<file path="config.mk">
export PLATFORM = sky130hd
export DESIGN_NAME = sdf_spindle
export DESIGN_NICKNAME = d
export VERILOG_FILES = /design/src/logic/sdf_pkg.sv /design/src/logic/sdf_spindle.sv
export SDC_FILE = /design/constraint.sdc
export NUM_CORES = 1
export LEC_CHECK = 0
export ABC_CLOCK_PERIOD_IN_PS = 4480
export BUFFER_PORTS_ARGS = -buffer_cell sky130_fd_sc_hd__clkbuf_2
export CORE_ASPECT_RATIO = 0.8
export CORE_MARGIN = 2
export CORE_UTILIZATION = 49
export DETAILED_ROUTE_END_ITERATION = 8
export PLACE_DENSITY = 0.71
export SLEW_MARGIN = 20
export SYNTH_ARGS = -nofsm -noshare
export SYNTH_HDL_FRONTEND = slang
export SYNTH_SLANG_ARGS = --single-unit
</file>
<file path="constraint.sdc">
create_clock -name mclk -period 4.48 [get_ports mclk]
set_clock_uncertainty 0.2 [all_clocks]
set_input_delay 0.448 -clock mclk [delete_from_list [all_inputs] [get_ports mclk]]
set_output_delay 0.448 -clock mclk [all_outputs]
set_load 0.05 [all_outputs]
</file>
<file path="src/logic/sdf_pkg.sv">
// constants and types for the spindle drive and flex pin block
package sdf_pkg;
    // timebases
    localparam longint CLK_HZ = 50_000_000;
    localparam longint SPEED_N = 1;
    localparam longint PDM_HZ = 1_000_000;
    localparam longint PWM_MHZ = 22_050_000;
    localparam longint PLL_HZ = 4_230_000;
    localparam longint CDV_HZ_PER_D = 300;
    localparam int PDM_CYC = int'(CLK_HZ / (PDM_HZ * SPEED_N));
    localparam int PWM_CYC = int'(CLK_HZ * 1000 / (PWM_MHZ * SPEED_N));
    localparam int PLL_CYC = int'(CLK_HZ / (PLL_HZ * SPEED_N));
    localparam int CDV_CYC_DEF = int'(CLK_HZ / CDV_HZ_PER_D);
    localparam int PWM_STEPS = 128;
    localparam logic [11:0] PWM_STEP = 12'(PWM_CYC / PWM_STEPS);
    // buffer position
    localparam int FIFO_W = 5;
    localparam logic [4:0] FIFO_SPAN = 5'h14;
    localparam logic [4:0] FIFO_NOM = 5'h0a;
    localparam logic [4:0] CDV_OFS = 5'h02;
    localparam int CDV_W = 18;
    // register indices, byte address is four times the index
    localparam logic [3:0] IDX_STSEL = 4'h2;
    localparam logic [3:0] IDX_DIR = 4'h3;
    localparam logic [3:0] IDX_MODE = 4'h6;
    localparam logic [3:0] IDX_STATUS = 4'h8;
    localparam logic [3:0] IDX_TARGET = 4'h9;
    localparam logic [3:0] IDX_SEL_LO = 4'hc;
    localparam logic [3:0] IDX_SEL_HI = 4'hd;
    // field positions
    localparam int DIR_BIT = 3;
    localparam int LO_OFFTRK = 0;
    localparam int LO_V3_SRC = 1;
    localparam int LO_V3_LVL = 2;
    localparam logic [3:0] HI_PHASES = 4'h0;
    // reset values
    localparam logic [3:0] RST_DIR = 4'h0;
    localparam logic [3:0] RST_SEL = 4'h0;
    localparam logic [7:0] RST_TARGET = 8'h80;

    typedef enum logic [1:0] {
        MM_PDM = 2'b00,
        MM_PWM2 = 2'b01,
        MM_PWM4 = 2'b10,
        MM_CDV = 2'b11
    } sdf_mode_t;

    typedef struct packed {
        logic motor_drive_a;
        logic motor_drive_b;
    } sdf_motor_t;

    typedef struct packed {
        logic flex_output_three_oe;
        logic flex_output_four;
        logic flex_output_five;
        logic off_track;
    } sdf_flex_t;

    typedef struct packed {
        logic [3:0] dir;
        logic [3:0] sel_lo;
        logic [3:0] sel_hi;
        sdf_mode_t mode;
        logic stsel;
        logic [7:0] target;
        logic [1:0] v1_sync;
        logic [1:0] v2_sync;
        logic [5:0] pdm_div;
        logic [3:0] pll_div;
        logic [11:0] pwm_cnt;
        logic [CDV_W-1:0] cdv_div;
        logic [4:0] cdv_slot;
        logic signed [7:0] cmd;
        logic [7:0] pdm_acc;
        logic [7:0] pll_acc;
        sdf_motor_t motor;
        sdf_flex_t flex;
        logic rdy;
        logic err;
        logic [31:0] rdata;
    } sdf_state_t;
endpackage : sdf_pkg

</file>
<file path="src/logic/sdf_spindle.sv">
// spindle motor drive outputs and reconfigurable pins, apb registers
//
// Design decision made here: register access over APB.
`timescale 1ns/10ps
module sdf_spindle
    import sdf_pkg::*;
#(
    parameter int CDV_CYC = CDV_CYC_DEF
) (
    // clock, reset, enable
    input wire logic mclk,
    input wire logic rst,
    input wire logic ce,
    // apb slave
    input wire logic psel,
    input wire logic penable,
    input wire logic pwrite,
    input wire logic [7:0] paddr,
    input wire logic [31:0] pwdata,
    output logic [31:0] prdata,
    output logic pready,
    output logic pslverr,
    // servo inputs from the decoder core
    input wire logic [FIFO_W-1:0] fifo_fill,
    input wire logic [7:0] disc_speed,
    input wire logic [7:0] pll_freq,
    input wire logic off_track_int,
    input wire logic silence_right,
    input wire logic subcode_bit,
    input wire logic deemph_flag,
    // motor pins
    output sdf_motor_t motor,
    // reconfigurable pins
    input wire logic flex_pin_one,
    input wire logic shared_flex_pin_i,
    output logic shared_flex_pin_o,
    output logic shared_flex_pin_oe,
    output logic flex_output_four,
    output logic flex_output_five,
    output logic off_track
);
    localparam logic [CDV_W-1:0] CDV_SLOT_CYC =
        CDV_W'(CDV_CYC / int'(FIFO_SPAN));

    sdf_state_t st;
    sdf_state_t next_st;

    logic [3:0] idx;
    logic mapped;
    logic wr_ok;
    logic pdm_tick;
    logic pll_tick;
    logic pwm_wrap;
    logic signed [10:0] err;
    logic [6:0] mag;
    logic [11:0] thr;
    logic acc_pwm;
    logic brk_pwm;
    logic [8:0] pdm_sum;
    logic [8:0] pll_sum;
    logic [4:0] fill_lvl;
    logic v3_level;
    logic four_val;
    logic five_val;

    assign idx = paddr[5:2];

    always_comb begin
        case (idx)
            IDX_STSEL, IDX_DIR, IDX_MODE, IDX_STATUS,
            IDX_TARGET, IDX_SEL_LO, IDX_SEL_HI: mapped = 1'b1;
            default: mapped = 1'b0;
        endcase
        if (paddr[7:6] != 2'b00 || paddr[1:0] != 2'b00) begin
            mapped = 1'b0;
        end
    end

    // write lands only on the edge that completes the access phase
    assign wr_ok = psel & penable & st.rdy & pwrite & mapped;

    assign pdm_tick = (st.pdm_div == 6'(PDM_CYC - 1));
    assign pll_tick = (st.pll_div == 4'(PLL_CYC - 1));
    assign pwm_wrap = (st.pwm_cnt == 12'(PWM_CYC - 1));

    // servo error: speed error plus buffer position weighted by four
    always_comb begin
        err = $signed({3'b000, st.target})
            - $signed({3'b000, disc_speed})
            + $signed({4'b0000, FIFO_NOM, 2'b00})
            - $signed({4'b0000, fifo_fill, 2'b00});
    end

    always_comb begin
        mag = st.cmd[7] ? 7'(-st.cmd) : st.cmd[6:0];
        thr = 12'(mag * PWM_STEP);
        acc_pwm = ~st.cmd[7] & (st.pwm_cnt < thr);
        brk_pwm = st.cmd[7] & (st.pwm_cnt < thr);
        // offset to unsigned so a zero command is half density
        pdm_sum = {1'b0, st.pdm_acc} + {1'b0, ~st.cmd[7], st.cmd[6:0]};
        pll_sum = {1'b0, st.pll_acc} + {1'b0, pll_freq};
        // two frames of headroom: half full (ten) reads as twelve of 20
        fill_lvl = fifo_fill + CDV_OFS;
    end

    // reconfigurable pin levels
    always_comb begin
        // silence is flagged by pulling the pin low
        v3_level = st.sel_lo[LO_V3_SRC] ? st.sel_lo[LO_V3_LVL]
                                         : ~silence_right;
        case (st.sel_hi[1:0])
            2'b01: four_val = subcode_bit;
            2'b10: four_val = 1'b0;
            2'b11: four_val = 1'b1;
            default: four_val = 1'b0;
        endcase
        case (st.sel_hi[3:2])
            2'b01: five_val = deemph_flag;
            2'b10: five_val = 1'b0;
            2'b11: five_val = 1'b1;
            default: five_val = 1'b0;
        endcase
        if (st.sel_hi == HI_PHASES) begin
            // phase legs, only live in four-line form
            four_val = (st.mode == MM_PWM4) & acc_pwm;
            five_val = (st.mode == MM_PWM4) & brk_pwm;
        end
    end

    always_comb begin
        next_st = st;

        // pin inputs pass two flops before use
        next_st.v1_sync = {st.v1_sync[0], flex_pin_one};
        next_st.v2_sync = {st.v2_sync[0], shared_flex_pin_i};

        // timebases
        next_st.pdm_div = pdm_tick ? 6'h00 : st.pdm_div + 6'h01;
        next_st.pll_div = pll_tick ? 4'h0 : st.pll_div + 4'h1;
        next_st.pwm_cnt = pwm_wrap ? 12'h000 : st.pwm_cnt + 12'h001;
        if (st.cdv_div == CDV_SLOT_CYC - 1'b1) begin
            next_st.cdv_div = '0;
            next_st.cdv_slot = (st.cdv_slot == FIFO_SPAN - 5'h01)
                ? 5'h00 : st.cdv_slot + 5'h01;
        end else begin
            next_st.cdv_div = st.cdv_div + 1'b1;
        end

        // command refreshed at the one n MHz rate
        if (st.mode == MM_CDV) begin
            next_st.cmd = 8'sh00;
        end else if (pdm_tick) begin
            if (err > 11'sd127) begin
                next_st.cmd = 8'sd127;
            end else if (err < -11'sd127) begin
                next_st.cmd = -8'sd127;
            end else begin
                next_st.cmd = err[7:0];
            end
        end

        // motor output forms
        case (st.mode)
            MM_PDM: begin
                if (pdm_tick) begin
                    next_st.pdm_acc = pdm_sum[7:0];
                    next_st.motor.motor_drive_a = pdm_sum[8];
                    next_st.motor.motor_drive_b = ~pdm_sum[8];
                end
            end
            MM_PWM2, MM_PWM4: begin
                next_st.motor.motor_drive_a = acc_pwm;
                next_st.motor.motor_drive_b = brk_pwm;
            end
            MM_CDV: begin
                next_st.motor.motor_drive_a =
                    (st.cdv_slot < fill_lvl);
                if (pll_tick) begin
                    next_st.pll_acc = pll_sum[7:0];
                    next_st.motor.motor_drive_b = pll_sum[8];
                end
            end
            default: begin
                next_st.motor = '0;
            end
        endcase

        // pin outputs, registered
        next_st.flex.flex_output_four = four_val;
        next_st.flex.flex_output_five = five_val;
        // open drain: pull low only while configured as output
        next_st.flex.flex_output_three_oe =
            st.dir[DIR_BIT] & ~v3_level;
        next_st.flex.off_track = st.sel_lo[LO_OFFTRK]
            ? st.v1_sync[1] : off_track_int;

        // apb: no wait state, answer registered in setup
        next_st.rdy = 1'b0;
        // read data only stands in the answer cycle
        next_st.rdata = 32'h0000_0000;
        if (psel & ~penable & ~st.rdy) begin
            next_st.rdy = 1'b1;
            next_st.err = ~mapped;
            next_st.rdata = 32'h0000_0000;
            case (idx)
                IDX_MODE: next_st.rdata[1:0] = st.mode;
                IDX_STSEL: next_st.rdata[0] = st.stsel;
                IDX_TARGET: next_st.rdata[7:0] = st.target;
                IDX_STATUS: begin
                    next_st.rdata[0] = st.stsel ? st.v2_sync[1]
                                                : st.v1_sync[1];
                    next_st.rdata[1] = st.v1_sync[1];
                    next_st.rdata[2] = st.v2_sync[1];
                    next_st.rdata[4:3] = st.mode;
                    next_st.rdata[5] = st.flex.off_track;
                end
                default: next_st.rdata = 32'h0000_0000;
            endcase
            if (pwrite | ~mapped) begin
                next_st.rdata = 32'h0000_0000;
            end
        end

        if (wr_ok) begin
            case (idx)
                // each register alone; direction never touches select
                IDX_DIR: next_st.dir = pwdata[3:0];
                IDX_SEL_LO: next_st.sel_lo = pwdata[3:0];
                IDX_SEL_HI: next_st.sel_hi = pwdata[3:0];
                IDX_MODE: next_st.mode = sdf_mode_t'(pwdata[1:0]);
                IDX_STSEL: next_st.stsel = pwdata[0];
                IDX_TARGET: next_st.target = pwdata[7:0];
                default: next_st.target = st.target;
            endcase
            // a mode change restarts the modulators cleanly
            if (idx == IDX_MODE) begin
                next_st.pdm_acc = 8'h00;
                next_st.pll_acc = 8'h00;
                // other forms leave the pair unrelated, restart as idle
                if (sdf_mode_t'(pwdata[1:0]) == MM_PDM) begin
                    next_st.motor.motor_drive_a = 1'b0;
                    next_st.motor.motor_drive_b = 1'b1;
                end
            end
        end
    end

    always_ff @(posedge mclk) begin
        if (rst) begin
            st <= '0;
            st.dir <= RST_DIR;
            st.sel_lo <= RST_SEL;
            st.sel_hi <= RST_SEL;
            st.mode <= MM_PDM;
            st.target <= RST_TARGET;
            st.motor.motor_drive_b <= 1'b1;
        end else if (ce) begin
            st <= next_st;
        end
    end

    assign prdata = st.rdata;
    assign pready = st.rdy;
    assign pslverr = st.rdy & st.err;
    assign motor = st.motor;
    assign shared_flex_pin_o = 1'b0;
    assign shared_flex_pin_oe = st.flex.flex_output_three_oe;
    assign flex_output_four = st.flex.flex_output_four;
    assign flex_output_five = st.flex.flex_output_five;
    assign off_track = st.flex.off_track;
endmodule : sdf_spindle

</file>
==> run_results.csv <==
group,metric,value,unit
sta,slew_headroom,43.0,%
final_layout,nFillCells,1335,
global_routing,grt_pass1_wl,25700,um
worst_setup_path,r2r_start,"st[56]",
yosys,synthTopCellsByCount,"nor2_1, dfxtp_1, ha_1",
global_routing,grt_max_degree,52,
worst_hold_path,hold_path_depth,3,
sta,tns,0,ns
global_routing,grt_pass1_vias,5263,
routing,vias,5932,
routing,routed_wl,15600,um
cts,clockRootBuffer,"clkbuf_16",
cts,cts_tree,"built",
yosys,syn_inst,861,
die,pin_count,114,
worst_setup_path,cp_slowest_cell,"dfxtp_1",
global_routing,antenna_found_initial,0,
place,hpwl,11800,um
yosys,yosys_warnings,0,
routing,via_per_inst,5.35,
worst_setup_path,worst_path_most_repeated_cell,"ha_1",
power,intPower,1.61,mW
cts,insertion_delay,0.35,ns
routing,drt-met1-wl,8270,um
power,p_leak,3.55,nW
yosys,postSynthAreaPerCell,8.26,um^2
final_layout,finalNetCount,1069,
routing,dr.pass1.iters,5,
place,place_congestion,0.870,
place,port_buffers,64,
final_layout,fin_util,55.5,%
power,clockPowerShare,39.6,%
worst_setup_path,reg2reg_depth,20,
yosys,yosysSeqAreaShare,30.4,%
die,die-area,15500,um^2
routing,final_antenna_net_count,0,
cts,cts_buffers,9,
worst_hold_path,hold_start,"pwdata[7]",
worst_setup_path,crit_path_max_incr_delay,0.34,ns
worst_setup_path,timing.rr.end,"flex_output_five",
power,peakVddDrop,0.197,mV
cts,cts.sinks,108,
worst_setup_path,criticalPathCategory,"reg2reg",
place,dpl.cell_count,1090,
cts,h-tree-depth,3,
worst_setup_path,r2r_setup_slack,0.29,ns
worst_setup_path,critPathRequiredTime,4.54,ns
cts,cts.clk_slew.worst_paths,0.08,ns
die,std_cell_rows,39,
power,swShare,27.7,%
worst_setup_path,path_cells,"buf_4 -> inv_1 -> ha_1 -> nand2_1 -> o31ai_2 -> xnor2_1 -> ha_1 -> ha_1 -> a21o_1 -> a21oi_2 -> nor2_1 -> and2_1 -> xnor2_1 -> ha_1 -> a21o_1 -> a21oi_1 -> o21ai_0 -> a21oi_2 -> nand4_1 -> a311oi_1",
worst_setup_path,crit_fanout,6,
sta,rsz0062_at_grt,"false",
sta,finalHoldViolCount,0,
sta,setup_viol,0,
routing,drc,0,
flow_run,drv_cap,0,
final_layout,design_area,7910,um^2
yosys,yosys-top-cells-area,"dfxtp_1, ha_1, nor2_1",
final_layout,n_antenna_cell,0,
routing,drt_iter0_drc,358,
die,fp.dieW,139,um
global_routing,globalRouteOverflowTotal,0,
yosys,synth_top_area_cell,"dfxtp_1",
power,p_seq_share,44.3,%
die,core,14200,um^2
sta,drv_slew,0,
worst_setup_path,end_kind,"register",
routing,maxUsedRoutingLayer,"met4",
place,dpl_cell_area,7500,um^2
sta,tightestPinTransition,0.850,ns
final_layout,drive_gt1_share,12.9,%
routing,wl_met3,602,um
yosys,synth_cell_types,63,
power,combinationalPowerShare,16.1,%
final_layout,synthToLayoutAreaGrowth,11.1,%
global_routing,grtUsageTotal,19.9,%
run_status,status,"completed",
die,start_util,49.9,%
yosys,async_flop_share,0,%
worst_hold_path,min_path_type,"in2reg",
yosys,syn-cell-area,7120,um^2
worst_setup_path,start_kind,"register",
die,die_h,112,um
worst_setup_path,crit_arrival,4.25,ns
power,p_sw,616,uW
routing,routedWlPerCell,14.1,um
sta,fmax,239,MHz
sta,fin_crit_sh,93.5,%
yosys,ys_seq_elements,108,
power,power.density,282,nW/um^2
worst_hold_path,worstHoldEndpoint,"st[120]",
power,finalPower,2.23,mW
yosys,synth_edf_count,0,
yosys,synth.most_common_cell,"nor2_1",
sta,period_minus_slack,4.19,ns
yosys,synth_top_area_share,30.4,%
cts,clockBufferDepth,2,
final_layout,layout.cells.non_filler,1108,
routing,wl_met2,6520,um
yosys,yosys_most_used_dff,"dfxtp_1",
## worst max-delay path: cells and delay by family (launching register included)
| family | cells | cell delay (ns) |
|---|---|---|
| compound gates | 8 | 1.34 |
| simple gates | 4 | 0.46 |
| xor+xnor | 2 | 0.46 |
| fa+ha+maj | 4 | 1.09 |
| flops | 1 | 0.34 |
| buf+inv | 2 | 0.21 |
## cell type report
| type | count | area [um^2] | share of cell area (%) |
|---|---|---|---|
| clock buffers | 10 | 239 | 3.02 |
| inverters | 53 | 199 | 2.52 |
| repair buffers | 77 | 418 | 5.28 |
| clock inverters | 6 | 95.1 | 1.20 |
| well taps | 184 | 230 | 2.91 |
| multi-input cells | 670 | 4560 | 57.7 |
| flip-flops and latches | 108 | 2160 | 27.4 |
## repair_timing
action,4_1_cts,5_1_grt
gates resized for setup,0,16
endpoints found under the hold margin,0,0
endpoints found under the setup margin,0,11
hold buffers,0,0
buffers inserted,0,2
## flip-flops by register name, indices dropped and copies added, names as in the netlist
signal              flops
flex_output_five        1
flex_output_four        1
st                     91
off_track               1
pready                  1
prdata                  8
next_st                 2
shared_flex_pin_oe      1
motor                   2
## power by group through the flow
stage / clock network (mW) / registers, mW / logic [mW]
after floorplan: 0 / 1.01 / 0.271
after global placement: 0 / 1.01 / 0.342
after detailed placement: 0 / 1.01 / 0.348
after CTS: 0.902 / 0.985 / 0.350
after global routing: 0.937 / 0.987 / 0.397
final: 0.882 / 0.986 / 0.360
## cells in the final DEF, fill, tap and decap left out, drive strengths merged, types with 3 or more instances in the layout
| cell type | count |
|---|---|
| a211oi | 8 |
| a21o | 23 |
| a21oi | 48 |
| a22oi | 11 |
| a311oi | 3 |
| a31oi | 7 |
| and2 | 9 |
| and3 | 5 |
| buf | 13 |
| clkbuf | 74 |
| conb | 25 |
| dfxtp | 108 |
| fa | 4 |
| ha | 73 |
| inv | 55 |
| mux2i | 29 |
| nand2 | 65 |
| nand2b | 9 |
| nand3 | 29 |
| nand3b | 3 |
| nand4 | 18 |
| nor2 | 114 |
| nor2b | 14 |
| nor3 | 16 |
| nor3b | 4 |
| nor4 | 7 |
| nor4b | 3 |
| o21ai | 36 |
| o21bai | 4 |
| o31ai | 9 |
| or3 | 3 |
| or4 | 7 |
| xnor2 | 36 |
| xor2 | 26 |
## worst max path at each step
stage | depth (start not counted) | from | slack [ns] | endpoint
after floorplan | 17 | st[56] | 0.44 | flex_output_five
after global placement | 18 | disc_speed[0] | 0.02 | st[58]
after detailed placement | 18 | disc_speed[0] | -0.03 | st[59]
after CTS | 18 | st[113] | 0.05 | st[58]
after global routing | 20 | st[56] | 0.01 | flex_output_five
final | 20 | st[56] | 0.29 | flex_output_five
## stage by stage
stage	setup slack, ns	hold WS (ns)
2_1_floorplan	0.435	0.237
3_3_place_gp	0.0203	0.246
3_5_place_dp	-0.0339	0.250
4_1_cts	0.0481	0.121
5_1_grt	0.0103	0.138
6_report	0.290	0.129
## kinds of logic (layout without fill, tap and decap cells)
group,after synthesis,after routing,synth area share (%)
and+or+nand+nor,311,311,21.3
AOI/OAI and AO/OA,165,165,14.8
DFF,108,108,30.4
buffers and inverters,107,146,7.58
adders and majority gates,77,77,14.0
xor gates and xnor gates,62,62,7.63
muxes,30,30,4.24
other,1,25,0.0527
## per-layer routing
layer / vias up / track usage [%]
met5: - / 0
met4: 0 / 4.51
met3: 12 / 3.83
met2: 103 / 29.0
met1: 2756 / 30.2
li1: 3061 / -
Power figures use the tool's default switching activity.
